==> src/inc/usb_phy_evt_pkg.sv <==
// shared constants of the event, status, debug and test byte registers
package usb_phy_evt_pkg;

  // ---------------------------------------------------------------
  // widths
  // ---------------------------------------------------------------
  localparam int ADDR_W = 6;
  localparam int DATA_W = 8;
  localparam int EVT_W  = 5;
  localparam int LS_W   = 2;

  // ---------------------------------------------------------------
  // register addresses
  // ---------------------------------------------------------------
  localparam logic [ADDR_W-1:0] ADDR_RISE_WR  = 6'h0D;
  localparam logic [ADDR_W-1:0] ADDR_RISE_SET = 6'h0E;
  localparam logic [ADDR_W-1:0] ADDR_RISE_CLR = 6'h0F;
  localparam logic [ADDR_W-1:0] ADDR_FALL_WR  = 6'h10;
  localparam logic [ADDR_W-1:0] ADDR_FALL_SET = 6'h11;
  localparam logic [ADDR_W-1:0] ADDR_FALL_CLR = 6'h12;
  localparam logic [ADDR_W-1:0] ADDR_STATUS   = 6'h13;
  localparam logic [ADDR_W-1:0] ADDR_LATCH    = 6'h14;
  localparam logic [ADDR_W-1:0] ADDR_DEBUG    = 6'h15;
  localparam logic [ADDR_W-1:0] ADDR_TEST_WR  = 6'h16;
  localparam logic [ADDR_W-1:0] ADDR_TEST_SET = 6'h17;
  localparam logic [ADDR_W-1:0] ADDR_TEST_CLR = 6'h18;

  // ---------------------------------------------------------------
  // event bit positions
  // ---------------------------------------------------------------
  localparam int BIT_ID_GROUNDED     = 4;
  localparam int BIT_SESSION_END     = 3;
  localparam int BIT_SESSION_VALID   = 2;
  localparam int BIT_BUS_POWER_VALID = 1;
  localparam int BIT_HOST_DISCONNECT = 0;
  localparam int BIT_LINE_STATE_HI   = 1;
  localparam int BIT_LINE_STATE_LO   = 0;

  // ---------------------------------------------------------------
  // reset values
  // ---------------------------------------------------------------
  localparam logic [EVT_W-1:0]  RST_EDGE_EN = 5'h1F;
  localparam logic [EVT_W-1:0]  RST_LATCH   = 5'h00;
  localparam logic [DATA_W-1:0] RST_TEST    = 8'h00;
  localparam logic [DATA_W-1:0] READ_ZERO   = 8'h00;

  // ---------------------------------------------------------------
  // write operations and synchroniser depth
  // ---------------------------------------------------------------
  typedef enum logic [1:0] {OP_NONE, OP_WRITE, OP_SET, OP_CLEAR} wr_op_t;
  localparam int SYNC_STAGES = 3;

endpackage

==> src/inc/event_if.sv <==
// carrier between the register top and the edge latch
`timescale 1ns/100ps
`default_nettype none
interface event_if;
  import usb_phy_evt_pkg::*;
  logic [EVT_W-1:0] source;
  logic [EVT_W-1:0] riseEn;
  logic [EVT_W-1:0] fallEn;
  logic             clear;
  logic [EVT_W-1:0] latch;
  logic [EVT_W-1:0] changed;

  modport core (input source, input riseEn, input fallEn, input clear, output latch, output changed);
  modport ctrl (output source, output riseEn, output fallEn, output clear, input latch, input changed);
endinterface
`default_nettype wire

==> src/core/pin_sync.sv <==
// three-stage synchroniser; output follows once stages two and three agree
`timescale 1ns/100ps
`default_nettype none
module pin_sync
  import usb_phy_evt_pkg::*;
#(
  parameter int WIDTH = 1
) (
  input  wire logic             clk,
  input  wire logic             sys_rst,
  input  wire logic [WIDTH-1:0] asyncIn,
  output var  logic [WIDTH-1:0] syncOut
);

  logic [WIDTH-1:0] stage1_q;
  logic [WIDTH-1:0] stage2_q;
  logic [WIDTH-1:0] stage3_q;
  logic [WIDTH-1:0] syncOut_d;

  // ---------------------------------------------------------------
  // per-bit agreement
  // ---------------------------------------------------------------
  // stage1 feeds only stage2, so no metastable value reaches the compare
  genvar g;
  generate
    for (g = 0; g < WIDTH; g++) begin : gBit
      assign syncOut_d[g] = (stage2_q[g] == stage3_q[g]) ? stage2_q[g] : syncOut[g];
    end
  endgenerate

  always_ff @(posedge clk or posedge sys_rst) begin
    if (sys_rst) begin
      stage1_q <= '0;
      stage2_q <= '0;
      stage3_q <= '0;
      syncOut  <= '0;
    end else begin
      stage1_q <= asyncIn;
      stage2_q <= stage1_q;
      stage3_q <= stage2_q;
      syncOut  <= syncOut_d;
    end
  end

endmodule
`default_nettype wire

==> src/core/edge_event_latch.sv <==
// per-source edge detection with rise/fall enables and sticky latch bits
`timescale 1ns/100ps
`default_nettype none
module edge_event_latch
  import usb_phy_evt_pkg::*;
(
  input  wire logic clk,
  input  wire logic sys_rst,
  event_if.core     evt
);

  logic [EVT_W-1:0] prev_q;
  logic [EVT_W-1:0] latch_q;
  logic [EVT_W-1:0] latch_d;
  logic [EVT_W-1:0] hit;

  // ---------------------------------------------------------------
  // edge qualification
  // ---------------------------------------------------------------
  genvar g;
  generate
    for (g = 0; g < EVT_W; g++) begin : gEvt
      assign hit[g] = (evt.source[g] & ~prev_q[g] & evt.riseEn[g])
                    | (~evt.source[g] & prev_q[g] & evt.fallEn[g]);
      // set wins over a clear in the same cycle
      assign latch_d[g] = hit[g] | (latch_q[g] & ~evt.clear);
    end
  endgenerate

  assign evt.latch   = latch_q;
  assign evt.changed = hit;

  always_ff @(posedge clk or posedge sys_rst) begin
    if (sys_rst) begin
      prev_q  <= '0;
      latch_q <= RST_LATCH;
    end else begin
      prev_q  <= evt.source;
      latch_q <= latch_d;
    end
  end

endmodule
`default_nettype wire

==> src/core/usb_phy_event_status_regs.sv <==
// event source, event latch, line-state debug and test byte registers
//
// How it works
// - event source register at 13h, read only, upper three bits read zero
// - bit 4 of source register shows live id_grounded
// - bits 3..1 show session end, session valid, bus power valid comparators
// - bit 0 shows live host_disconnect_flag
// - event latch register at 14h, read only, resets to zero
// - latch bit sets on a source change its edge enable allows
// - latch bits sit at same positions as source bits
// - reading the latch register clears all its bits except any set by an edge in the same cycle
// - entering low-power state clears all latch bits except any set by an edge in the same cycle
// - debug register at 15h shows two line-state bits, rest zero
// - test byte reads 16h..18h; write replaces, set ORs, clear clears
// - test byte resets to 00h and steers nothing else
// - rise enable allows latch and command on 0 to 1, resets enabled
// - fall enable allows latch and command on 1 to 0, resets enabled
`timescale 1ns/100ps
`default_nettype none
module usb_phy_event_status_regs
  import usb_phy_evt_pkg::*;
(
  input  wire logic              clk,
  input  wire logic              sys_rst,
  // register port
  input  wire logic [ADDR_W-1:0] regAddr,
  input  wire logic              regWrite,
  input  wire logic              regRead,
  input  wire logic [DATA_W-1:0] regWdata,
  output var  logic [DATA_W-1:0] regRdata,
  output var  logic              regRvalid,
  // analogue detector outputs, asynchronous
  input  wire logic              id_grounded,
  input  wire logic              session_end_flag,
  input  wire logic              session_valid_signal,
  input  wire logic              bus_power_valid_signal,
  input  wire logic              host_disconnect_flag,
  input  wire logic              line_state_hi,
  input  wire logic              line_state_lo,
  // same-clock control
  input  wire logic              lowPowerEnter,
  // receive-command request towards the link framer
  output var  logic              rxCmdRequest,
  output var  logic [EVT_W-1:0]  rxCmdStatus
);

  // ---------------------------------------------------------------
  // functions
  // ---------------------------------------------------------------
  // write / set / clear decode shared by three register groups
  function automatic wr_op_t decodeOp(input logic [ADDR_W-1:0] addr, input logic [ADDR_W-1:0] base,
                                      input logic wr);
    wr_op_t op;
    op = OP_NONE;
    if (wr && addr == base) begin
      op = OP_WRITE;
    end else if (wr && addr == base + 6'h01) begin
      op = OP_SET;
    end else if (wr && addr == base + 6'h02) begin
      op = OP_CLEAR;
    end
    return op;
  endfunction

  function automatic logic [DATA_W-1:0] applyOp(input logic [DATA_W-1:0] cur, input logic [DATA_W-1:0] wd,
                                                input wr_op_t op);
    logic [DATA_W-1:0] nxt;
    nxt = cur;
    case (op)
      OP_WRITE: nxt = wd;
      OP_SET:   nxt = cur | wd;
      OP_CLEAR: nxt = cur & ~wd;
      default:  nxt = cur;
    endcase
    return nxt;
  endfunction

  // ---------------------------------------------------------------
  // input synchronisation
  // ---------------------------------------------------------------
  logic [EVT_W-1:0] rawEvt;
  logic [EVT_W-1:0] srcEvt;
  logic [LS_W-1:0]  rawLine;
  logic [LS_W-1:0]  lineState;

  assign rawEvt[BIT_ID_GROUNDED]     = id_grounded;
  assign rawEvt[BIT_SESSION_END]     = session_end_flag;
  assign rawEvt[BIT_SESSION_VALID]   = session_valid_signal;
  assign rawEvt[BIT_BUS_POWER_VALID] = bus_power_valid_signal;
  assign rawEvt[BIT_HOST_DISCONNECT] = host_disconnect_flag;
  assign rawLine[BIT_LINE_STATE_HI]  = line_state_hi;
  assign rawLine[BIT_LINE_STATE_LO]  = line_state_lo;

  pin_sync #(
    .WIDTH (EVT_W)
  ) uEvtSync (
    .clk     (clk),
    .sys_rst (sys_rst),
    .asyncIn (rawEvt),
    .syncOut (srcEvt)
  );

  pin_sync #(
    .WIDTH (LS_W)
  ) uLineSync (
    .clk     (clk),
    .sys_rst (sys_rst),
    .asyncIn (rawLine),
    .syncOut (lineState)
  );

  // ---------------------------------------------------------------
  // write decode and enable / test registers
  // ---------------------------------------------------------------
  wr_op_t riseOp;
  wr_op_t fallOp;
  wr_op_t testOp;

  logic [EVT_W-1:0]  riseEn_q;
  logic [EVT_W-1:0]  riseEn_d;
  logic [EVT_W-1:0]  fallEn_q;
  logic [EVT_W-1:0]  fallEn_d;
  logic [DATA_W-1:0] test_q;
  logic [DATA_W-1:0] test_d;
  logic [DATA_W-1:0] riseFull;
  logic [DATA_W-1:0] fallFull;

  assign riseOp   = decodeOp(regAddr, ADDR_RISE_WR, regWrite);
  assign fallOp   = decodeOp(regAddr, ADDR_FALL_WR, regWrite);
  assign testOp   = decodeOp(regAddr, ADDR_TEST_WR, regWrite);
  // reserved enable bits are not stored and read back zero
  assign riseFull = applyOp({3'h0, riseEn_q}, regWdata, riseOp);
  assign fallFull = applyOp({3'h0, fallEn_q}, regWdata, fallOp);
  assign riseEn_d = riseFull[EVT_W-1:0];
  assign fallEn_d = fallFull[EVT_W-1:0];
  assign test_d   = applyOp(test_q, regWdata, testOp);

  always_ff @(posedge clk or posedge sys_rst) begin
    if (sys_rst) begin
      riseEn_q <= RST_EDGE_EN;
      fallEn_q <= RST_EDGE_EN;
      test_q   <= RST_TEST;
    end else begin
      riseEn_q <= riseEn_d;
      fallEn_q <= fallEn_d;
      test_q   <= test_d;
    end
  end

  // ---------------------------------------------------------------
  // event latch
  // ---------------------------------------------------------------
  event_if evt ();

  logic latchRead;

  assign latchRead  = regRead && (regAddr == ADDR_LATCH);
  assign evt.source = srcEvt;
  assign evt.riseEn = riseEn_q;
  assign evt.fallEn = fallEn_q;
  assign evt.clear  = latchRead | lowPowerEnter;

  edge_event_latch uLatch (
    .clk     (clk),
    .sys_rst (sys_rst),
    .evt     (evt)
  );

  // ---------------------------------------------------------------
  // read mux
  // ---------------------------------------------------------------
  // read data is sampled before the latch clear lands, so no event is lost
  logic [DATA_W-1:0] readMux;

  always_comb begin
    readMux = READ_ZERO;
    if (regAddr == ADDR_STATUS) begin
      readMux = {3'h0, srcEvt};
    end else if (regAddr == ADDR_LATCH) begin
      readMux = {3'h0, evt.latch};
    end else if (regAddr == ADDR_DEBUG) begin
      readMux = {6'h00, lineState};
    end else if (regAddr >= ADDR_TEST_WR && regAddr <= ADDR_TEST_CLR) begin
      readMux = test_q;
    end else if (regAddr >= ADDR_RISE_WR && regAddr <= ADDR_RISE_CLR) begin
      readMux = {3'h0, riseEn_q};
    end else if (regAddr >= ADDR_FALL_WR && regAddr <= ADDR_FALL_CLR) begin
      readMux = {3'h0, fallEn_q};
    end
  end

  always_ff @(posedge clk or posedge sys_rst) begin
    if (sys_rst) begin
      regRdata  <= READ_ZERO;
      regRvalid <= 1'b0;
    end else begin
      regRvalid <= regRead;
      if (regRead) begin
        regRdata <= readMux;
      end
    end
  end

  // ---------------------------------------------------------------
  // receive-command request
  // ---------------------------------------------------------------
  // the framer forwards every qualified change, which lets the link skip latch polls
  always_ff @(posedge clk or posedge sys_rst) begin
    if (sys_rst) begin
      rxCmdRequest <= 1'b0;
      rxCmdStatus  <= '0;
    end else begin
      rxCmdRequest <= |evt.changed;
      rxCmdStatus  <= srcEvt;
    end
  end

endmodule
`default_nettype wire

==> config.mk <==
export PLATFORM = sky130hd
export DESIGN_NAME = usb_phy_event_status_regs
export DESIGN_NICKNAME = d
export VERILOG_FILES = /design/src/inc/usb_phy_evt_pkg.sv /design/src/inc/event_if.sv /design/src/core/pin_sync.sv /design/src/core/edge_event_latch.sv /design/src/core/usb_phy_event_status_regs.sv
export SDC_FILE = /design/constraint.sdc
export NUM_CORES = 1
export LEC_CHECK = 0
export BUFFER_PORTS_ARGS = -buffer_cell sky130_fd_sc_hd__buf_2
export CORE_ASPECT_RATIO = 0.7
export CORE_UTILIZATION = 48
export CTS_CLUSTER_DIAMETER = 60
export CTS_CLUSTER_SIZE = 14
export DETAILED_ROUTE_END_ITERATION = 16
export PLACE_DENSITY = 0.72
export SLEW_MARGIN = 20
export SYNTH_ARGS = -nofsm -noshare
export SYNTH_HDL_FRONTEND = slang
export SYNTH_HIERARCHICAL = 1
export SYNTH_SLANG_ARGS = --single-unit
==> constraint.sdc <==
create_clock -name clk -period 1.18 [get_ports clk]
set_clock_uncertainty 0.05 [all_clocks]
set_input_delay 0.059 -clock clk [delete_from_list [all_inputs] [get_ports clk]]
set_output_delay 0.059 -clock clk [all_outputs]
set_load 0.005 [all_outputs]
==> results of run 1 <==
-- power by group through the flow --
stage | combinational, W | sequential (W) | clock, W
global route | 0.000938 | 0.00308 | 0.00231
global placement | 0.000714 | 0.00305 | 0
detailed placement | 0.000741 | 0.00306 | 0
finish | 0.000856 | 0.00304 | 0.00214
CTS | 0.000807 | 0.00302 | 0.00219
floorplan | 0.000422 | 0.00300 | 0
-- area by class of cell --
class | instances | area [um^2]
flip-flops and latches | 71 | 1790
fillers | 379 | 1510
multi-input cells | 137 | 1070
repair buffers | 91 | 684
clock buffers | 12 | 145
well taps | 72 | 90.1
clock inverters | 4 | 77.6
inverters | 17 | 63.8
-- logic make-up after synthesis --
group	Yosys count	share of synthesized area, %
buf+inv	23	3.44
simple gates	58	11.1
mux	4	1.56
fa+ha+maj	7	2.81
compound gates	68	17.3
flops	71	63.8
-- placed cells by master, fill, tap and decap left out, drive strengths merged, types with 2 or more instances in the layout --
cell,instances
bufinv,2
a22oi,3
nand2b,2
buf,74
a211oi,8
dfrtp,61
maj3,7
dlygate4sd3,17
a221o,7
inv,18
dfstp,10
a22o,5
nand2,9
nor2,18
nor3,5
o221ai,5
nand3,3
clkbuf,12
nor3b,7
a221oi,3
mux2,3
a21oi,17
nand3b,7
o21ai,15
-- worst max-delay path, cell delays in order --
cell	delay (ns)
buf_6	0.10
or3b_4	0.42
buf_6	0.15
or4_1	0.50
o2111ai_1	0.12
o21ai_1	0.10
-- sequential cells by signal, indices dropped and copies added (netlist names) --
| signal | flops |
|---|---|
| regRvalid | 1 |
| test_q | 8 |
| evt.fallEn | 5 |
| uLineSync/stage2_q | 2 |
| uEvtSync/stage2_q | 5 |
| evt.riseEn | 5 |
| rxCmdStatus | 5 |
| uLatch/prev_q | 5 |
| rxCmdRequest | 1 |
| uLatch/evt.latch | 5 |
| uEvtSync/stage3_q | 5 |
| uLineSync/stage1_q | 2 |
| regRdata | 8 |
| uLineSync/stage3_q | 2 |
| uEvtSync/syncOut | 5 |
| uLineSync/syncOut | 2 |
| uEvtSync/stage1_q | 5 |
-- metrics by stage --
| step | utilization, % | TNS (ns) | worst slack (ns) | hold WS (ns) |
|---|---|---|---|---|
| 3_5_place_dp | 61.4 | -11.14 | -0.535 | -0.0123 |
| 6_report | 72.2 | -0.280 | -0.0864 | 0.0380 |
| 5_1_grt | 72.2 | -0.603 | -0.0875 | 0.0349 |
| 2_1_floorplan | - | -3.75 | -0.383 | -0.175 |
| 4_1_cts | 69.8 | -0.0466 | -0.0259 | 0.0227 |
| 3_3_place_gp | 61.4 | -9.98 | -0.475 | -0.0166 |
-- layer usage --
metal | GRT usage, % | wire (um) | vias to the layer above
li1 | - | - | 1042
met1 | 30.8 | 2960 | 1109
met2 | 37.2 | 3160 | 85
met3 | 6.90 | 451 | 14
met4 | 9.04 | 106 | 0
met5 | 0 | 0 | -
-- synth_stat cells, drive strengths merged (7+ instances only) --
cell type,n,area (um^2)
nor3b,7,52.6
inv,17,63.8
nand3b,7,52.6
maj3,7,78.8
dfstp,10,263
dfrtp,61,1530
nand2,9,33.8
a21oi,17,96.4
a221o,7,70.1
o21ai,15,75.1
a211oi,8,65.1
nor2,18,67.6
-- worst paths after layout --
kind | start | endpoint | cells after the start
max in group asynchronous | sys_rst | evt.riseEn[2] | 4
max reg2reg | uLineSync/syncOut[0] | regRdata[0] | 3
min reg2reg | uEvtSync/stage1_q[0] | uEvtSync/stage2_q[0] | 0
min in group asynchronous | sys_rst | uLineSync/syncOut[1] | 3
max | regAddr[3] | regRdata[0] | 6
min | lowPowerEnter | uLatch/evt.latch[2] | 3
-- timing repair --
action | 4_1_cts | 5_1_grt
setup endpoints to repair | 15 | 16
pin swaps | 6 | 11
hold endpoints to repair | 94 | 0
hold buffers | 17 | 0
gates resized for setup | 12 | 26
buffers inserted | 1 | 3
==> metrics.yaml, run 1 <==
outcome: "finished, violations left"
violations: "setup timing"
first_pass_iters: 4
cts_sinks: 71
setup_viol: 8
fmax_mhz: 790
worstSetupStartpointType: "input port"
htree_num_levels: 3
drc: 0
yosys_warnings: 6
yosysSeqAreaShare_pct: 63.8
overflow: 0
vias_per_cell: 5.57
power_density_nw_per_um2: 1540
power.switching_w: 0.00151
layout.cells.non_filler: 404
grt_util_all_layers_pct: 23.5
gp_congestion: 0.812
initial_core_util_pct: 51.7
design_area_um2: 3920
final_hold_viol_count: 0
synth.cell_area_um2: 2800
synth_edf_count: 0
clock_latency_ns: 0.35
syn-instance-count: 231
cts_buffers: 9
rows: 22
required_ns: 1.36
peakVddDrop_mv: 0.870
grt_pass1_wl_um: 10500
grt_pass1_vias: 2141
fin_crit_sh_pct: 107
slew_headroom_pct: 71.8
drive_above_1_share_pct: 40.1
sw_frac_of_total_pct: 25.0
ant_nets: 0
min_period_ns: 1.27
p_clk_share_pct: 35.5
synth_flop_cell: "dfrtp_1"
cts-root-buf: "clkbuf_8"
pin_count: 41
postSynthAreaPerCell_um2: 12.1
port_buffers: 40
vias: 2250
setup_ws_ns: -0.0864
worstPathArrival_ns: 1.44
async_reset_ff_share_pct: 100
die_x_um: 93.4
clk_path_buf_depth: 2
maxSlewViolCount: 0
dp_hpwl_um: 4610
ff2ff_setup_slack_ns: -0.02
tightest_slew_ns: 0.422
routed_wl_um: 6680
synth-seq-cells: 71
wire_per_inst_um: 16.5
p_leak_nw: 1.74
clk_pin_slew_ns: 0.07
antenna_found_initial: 0
cp-end-kind: "register"
die_h_um: 65.9
dpl-instance-area_um2: 3330
place_inst: 367
internal-power_w: 0.00453
cts_tree: "built"
drt_iter0_markers: 156
fin_total_pwr_w: 0.00604
die_area_um2: 6160
syn2layout_area_growth_pct: 39.7
core_area_um2: 5420
grt_start_max_net_pins: 34
diodes: 0
rsz0062_at_grt: "true"
worstSetupPathType: "input port to register"
synth_nets: 257
ys_types: 39
cap_violations: 0
p_seq_share_pct: 50.4
worstHoldPathType: "input port to register"
crit_fanout: 5
nets: 353
comb_power_share_pct: 14.2
Note: power is estimated with default switching activity, not from simulation.
==> inputs of run 2 (changes only) <==
- CORE_ASPECT_RATIO: 0.7 -> 0.5
- PLACE_DENSITY: 0.72 -> 0.69
- clock period: 1.18 -> 1.55 ns (I/O delays scaled with it)
==> run 2 against run 1 <==
The run now ends clean. Clock power barely moved. Final cell count decreased by 3.0%. Clock-buffer cell count is 1 lower. Utilization is 5.3 points lower. Register-to-register slack better by 0.26 ns. Critical path depth stayed put. Hold slack better by 0.12 ns. Setup slack better by 0.28 ns.
==> metrics.yaml, run 2 (synthesis gave the netlist of run 1 again) <==
clock_latency_ns: 0.33  # was 0.35 ns
htree_num_levels: 3  # unchanged
die_x_um: 110  # was 93.4 um
worstPathArrival_ns: 1.51  # was 1.44 ns
required_ns: 1.71  # was 1.36 ns
ant_nets: 0  # unchanged
cp-end-kind: "register"  # unchanged
worstSetupPathType: "input port to register"  # unchanged
whs_ns: 0.159  # was 0.0380 ns
cap_violations: 0  # unchanged
busiest_layer: "met2"  # unchanged
regArea_um2: 1790  # unchanged
p_leak_nw: 1.67  # was 1.74 nW
power.switching_w: 0.00117  # was 0.00151 W
vias_per_cell: 5.46  # was 5.57
outcome: "finished clean"  # was finished, violations left
clk_pin_slew_ns: 0.05  # was 0.07 ns
vias: 2142  # was 2250
drt_iter0_markers: 199  # was 156
max_stage_delay_ns: 0.44  # was 0.50 ns
clk_path_buf_depth: 2  # unchanged
wire_per_inst_um: 16.2  # was 16.5 um
final_cell_mix: "dfrtp_1 (61), buf_2 (40), buf_4 (23)"  # was dfrtp_1 (61), buf_2 (37), buf_4 (28)
p_seq_share_pct: 46.6  # was 50.4%
diodes: 0  # unchanged
first_pass_iters: 4  # unchanged
sw_frac_of_total_pct: 23.3  # was 25.0%
tightest_slew_ns: 0.400  # was 0.422 ns
dp_hpwl_um: 4430  # was 4610 um
fin_crit_sh_pct: 87.2
cts_resized: 0  # was 12
port_buffers: 40  # unchanged
cp_slowest_cell: "or3b_1"  # was or4_1
place_inst: 361  # was 367
grtUsageMet2_pct: 33.8  # was 37.2%
worst-path-buf-inv: 1  # was 2
initial_core_util_pct: 50.4  # was 51.7%
cts-root-buf: "clkbuf_16"  # was clkbuf_8
crit_family: "simple AND/OR/NAND/NOR gates"  # unchanged
gp_congestion: 0.871  # was 0.812
slew_headroom_pct: 73.3  # was 71.8%
die_area_um2: 6170  # was 6160 um^2
layout.cells.non_filler: 392  # was 404
die_h_um: 56.0  # was 65.9 um
grt_pass1_vias: 2056  # was 2141
grt_start_max_net_pins: 30  # was 34
hold_buffers: 17  # unchanged
pin_count: 41  # unchanged
cp_cell_sequence: "buf_2 -> or3b_1 -> or3_1 -> nor2_1 -> a21oi_1 -> mux2_4"  # was buf_6 -> or3b_4 -> buf_6 -> or4_1 -> o2111ai_1 -> o21ai_1
rsz0062_at_grt: "false"  # was true
internal-power_w: 0.00385  # was 0.00453 W
fmax_mhz: 740
setup_viol: 0  # was 8
postCtsSetupBuffers: 0  # was 1
worstSetupStartpointType: "input port"  # unchanged
comb_power_share_pct: 10.4  # was 14.2%
final_hold_viol_count: 0  # unchanged
antenna_found_initial: 0  # unchanged
gr-usage-met3_pct: 7.03  # was 6.90%
drc: 0  # unchanged
fillerInstances: 412  # was 379
syn2layout_area_growth_pct: 32.7  # was 39.7%
routed_wl_um: 6360  # was 6680 um
design_area_um2: 3720  # was 3920 um^2
maxSlewViolCount: 0  # unchanged
grt_util_all_layers_pct: 23.5  # about the same
rows: 19  # was 22
crit_fanout: 5  # unchanged
nets: 342  # was 353
p_clk_share_pct: 42.9  # was 35.5%
power_density_nw_per_um2: 1350  # was 1540 nW/um^2
overflow: 0  # unchanged
min_period_ns: 1.35
multiInputGateArea_um2: 922  # was 1070 um^2
top_regs: "regRdata: 8 flops, test_q: 8 flops"  # unchanged
worstHoldPathType: "input port to register"  # unchanged
cts_sinks: 71  # unchanged
dpl-instance-area_um2: 3240  # was 3330 um^2
grt_pass1_wl_um: 10500  # about the same
final_common_cell: "dfrtp_1"  # unchanged
cts_tree: "built"  # unchanged
drive_above_1_share_pct: 30.7  # was 40.1%
peakVddDrop_mv: 0.948  # was 0.870 mV
core_area_um2: 5560  # was 5420 um^2
cts_buffers: 9  # unchanged
fin_total_pwr_w: 0.00502  # was 0.00604 W
met1_usage_pct: 33.6  # was 30.8%
run 2: worst reg2reg max path: stages (launching register included):
cell       delay, ns
dfrtp_1         0.40
or4_1           0.51
o2111ai_1       0.12
o21ai_0         0.11
run 2: path summary, 6_finish.rpt:
check / from / to / slack, ns / cells past startpoint
max: regAddr[5] / regRdata[2] / 0.20 / 6
min: lowPowerEnter / uLatch/evt.latch[1] / 0.16 / 3
max reg2reg: uLineSync/syncOut[0] / regRdata[0] / 0.24 / 3
min reg2reg: uEvtSync/stage1_q[0] / uEvtSync/stage2_q[0] / 0.30 / 0
max in group asynchronous: sys_rst / evt.riseEn[1] / 0.58 / 4
min in group asynchronous: sys_rst / regRdata[1] / 0.20 / 3
run 2: layer usage:
| metal | wire, um | vias up |
|---|---|---|
| li1 | - | 1020 |
| met1 | 2990 | 1061 |
| met2 | 2980 | 53 |
| met3 | 324 | 8 |
| met4 | 71 | 0 |
| met5 | 0 | - |
run 2: power groups by stage:
stage	Sequential (W)	Clock (W)	Combinational, W
3_5_place_dp	0.00236	0	0.000490
6_report	0.00234	0.00216	0.000524
5_1_grt	0.00237	0.00226	0.000587
3_3_place_gp	0.00235	0	0.000462
4_1_cts	0.00234	0.00221	0.000525
2_1_floorplan	0.00229	0	0.000314
run 2: cell type report:
class	instances	area share [%]
Clock inverter	3	1.85
Timing Repair Buffer	80	14.6
Clock buffer	11	6.52
Sequential cell	71	48.1
Multi-Input combinational cell	137	24.8
Inverter	17	1.71
Tap cell	73	2.45
run 2: through the flow:
stage / setup TNS, ns / setup WS, ns / util, %
5_1_grt: 0 / 0.115 / 66.9
2_1_floorplan: -0.0626 / -0.0311 / -
3_3_place_gp: -0.270 / -0.0812 / 58.2
3_5_place_dp: -0.937 / -0.134 / 58.2
4_1_cts: 0 / 0.211 / 66.9
6_report: 0 / 0.199 / 66.9
==> inputs of run 3 (changes only) <==
- GPL_TIMING_DRIVEN: default -> 0
- MAX_ROUTING_LAYER: default -> met4
==> run 3 against run 2 <==
Setup slack worse by 0.15 ns. Wire length is 6.2% lower. Hold slack got worse by 0.0096 ns. First-iteration DRC count shrank 48%. Die area did not move. Via count down 4.9%. Global-route usage down 0.40 points. Final area shrank 4.2%. Maximum frequency is 9.9% lower. Combinational power decreased by 5.7%. Clock-buffer cell count decreased by 1. Flip-flop and latch count unchanged. Critical path type unchanged. Highest routed layer unchanged.
==> metrics.yaml, run 3 (synthesis gave the netlist of run 1 again) <==
cp_common_cell: "buf_2"
cp_cell_sequence: "buf_2 -> or3b_1 -> buf_6 -> or3_1 -> buf_2 -> nor2_2 -> a21oi_1 -> mux2_4"  # was buf_2 -> or3b_1 -> or3_1 -> nor2_1 -> a21oi_1 -> mux2_4
fmax_mhz: 666  # was 740 MHz
syn2layout_area_growth_pct: 27.1  # was 32.7%
tightest_slew_ns: 0.724  # was 0.400 ns
dp_slack_ns: -0.370  # was -0.134 ns
peakVddDrop_mv: 0.725  # was 0.948 mV
cp-end-kind: "register"  # unchanged
slew_headroom_pct: 51.7  # was 73.3%
drive_above_1_share_pct: 27.2  # was 30.7%
worst-path-buf-inv: 3  # was 1
final_cell_mix: "dfrtp_1 (61), buf_2 (40), dlygate4sd3_1 (17)"  # was dfrtp_1 (61), buf_2 (40), buf_4 (23)
power_density_nw_per_um2: 1350  # about the same
drt_iter0_markers: 103  # was 199
rsz0062_at_grt: "false"  # unchanged
first_pass_iters: 4  # unchanged
die_x_um: 110  # unchanged
worstHoldPathType: "input port to register"  # unchanged
worstSetupStartpointType: "input port"  # unchanged
layout.cells.non_filler: 374  # was 392
cap_violations: 0  # unchanged
whs_ns: 0.149  # was 0.159 ns
power.switching_w: 0.00119  # was 0.00117 W
p_leak_nw: 1.55  # was 1.67 nW
p_clk_share_pct: 41.4  # was 42.9%
outcome: "finished clean"  # unchanged
final_common_cell: "dfrtp_1"  # unchanged
overflow: 0  # unchanged
multiInputGateArea_um2: 937  # was 922 um^2
crit_family: "simple AND/OR/NAND/NOR gates"  # unchanged
initial_core_util_pct: 50.4  # unchanged
min_period_ns: 1.50  # was 1.35 ns
core_area_um2: 5560  # unchanged
die_h_um: 56.0  # unchanged
grt_pass1_wl_um: 9940  # was 10500 um
drc: 0  # unchanged
setup_viol: 0  # unchanged
max_stage_delay_ns: 0.39  # was 0.44 ns
p_seq_share_pct: 48.3  # was 46.6%
vias_per_cell: 5.44  # was 5.46
gp_congestion: 0.869  # was 0.871
fin_util_pct: 64.1  # was 66.9%
comb_power_share_pct: 10.2  # was 10.4%
pin_count: 41  # unchanged
cts-root-buf: "clkbuf_16"  # unchanged
required_ns: 1.71  # about the same
place_inst: 342  # was 361
antenna_found_initial: 0  # unchanged
internal-power_w: 0.00364  # was 0.00385 W
ant_nets: 0  # unchanged
cts_buffers: 9  # unchanged
cts_sinks: 71  # unchanged
diodes: 0  # unchanged
clock_latency_ns: 0.33  # about the same
sw_frac_of_total_pct: 24.6  # was 23.3%
crit_fanout: 9  # was 5
final_hold_viol_count: 0  # unchanged
nets: 323  # was 342
routed_wl_um: 5970  # was 6360 um
top_regs: "regRdata: 8 flops, test_q: 8 flops"  # unchanged
port_buffers: 38  # was 40
fin_crit_sh_pct: 96.8  # was 87.2%
regArea_um2: 1790  # unchanged
worstPathArrival_ns: 1.66  # was 1.51 ns
clk_pin_slew_ns: 0.05  # about the same
clk_path_buf_depth: 2  # unchanged
maxSlewViolCount: 0  # unchanged
cts_tree: "built"  # unchanged
fin_total_pwr_w: 0.00482  # was 0.00502 W
grt_util_all_layers_pct: 23.1  # was 23.5%
worstSetupPathType: "input port to register"  # unchanged
fillerInstances: 445  # was 412
htree_num_levels: 3  # unchanged
grt_pass1_vias: 1977  # was 2056
rows: 19  # unchanged
die_area_um2: 6170  # unchanged
grt_start_max_net_pins: 34  # was 30
dp_hpwl_um: 4060  # was 4430 um
setup_ws_ns: 0.0494  # was 0.199 ns
cp_slowest_cell: "or3b_1"  # unchanged
vias: 2036  # was 2142
wire_per_inst_um: 16.0  # was 16.2 um
==> run 3: cell count changes in the layout (fill, tap and decap cells not counted), sizes merged <==
cell / delta
bufinv: -1
clkinvlp: +1
clkinv: +2
buf: -20
==> run 3: path summary, 6_finish.rpt <==
| kind | startpoint | to | slack (ns) | cells past startpoint |
|---|---|---|---|---|
| min | lowPowerEnter | uLatch/evt.latch[1] | 0.15 | 3 |
| max in group asynchronous | sys_rst | uEvtSync/syncOut[2] | 0.57 | 3 |
| max | regAddr[5] | regRdata[2] | 0.05 | 8 |
| min in group asynchronous | sys_rst | uLineSync/stage3_q[1] | 0.24 | 3 |
| max reg2reg | uLineSync/syncOut[0] | regRdata[0] | 0.24 | 3 |
| min reg2reg | uEvtSync/stage1_q[0] | uEvtSync/stage2_q[0] | 0.30 | 0 |
==> run 3: stage by stage <==
| stage | cell area, um^2 | TNS (ns) |
|---|---|---|
| 6_report | 3560 | 0 |
| 4_1_cts | 3550 | 0 |
| 3_5_place_dp | 3090 | -5.15 |
| 5_1_grt | 3560 | 0 |
| 3_3_place_gp | 3090 | -3.39 |
| 2_1_floorplan | 2810 | -0.0626 |
==> run 3: routing by layer <==
| layer | GRT usage (%) | part of all wire (%) | wire, um |
|---|---|---|---|
| met5 | - | 0 | 0 |
| met4 | 6.39 | 0.80 | 48 |
| met3 | 9.84 | 6.0 | 359 |
| met2 | 30.6 | 45 | 2670 |
| met1 | 32.4 | 48 | 2890 |
==> run 3: power by group through the flow <==
stage	combinational (W)	sequential (W)	clock [W]
finish	0.000494	0.00233	0.00200
CTS	0.000498	0.00233	0.00203
global placement	0.000439	0.00234	0
detailed placement	0.000464	0.00235	0
global route	0.000555	0.00236	0.00213
floorplan	0.000314	0.00229	0
==> run 3: worst reg2reg max path, cell delays in order (launching register included) <==
cell and delay [ns]:
dfrtp_1 0.39, or4_1 0.50, o2111ai_1 0.10, o21ai_0 0.13
==> run 3: repair_timing <==
action | 4_1_cts | 5_1_grt
gates cloned | 0 | 0
hold buffers | 17 | 0
buffers inserted | 0 | 0
endpoints found under the setup margin | 1 | 5
gates resized for setup | 1 | 3
endpoints found under the hold margin | 77 | 0
==> run 3: final cells by class <==
cell class,instances,area share [%]
buffer,6,0.913
clock buffer,10,6.43
clock inverter,5,1.69
inverter,17,1.79
multi-input combinational,137,26.3
sequential,71,50.2
tap,73,2.56
timing repair buffer,55,10.1
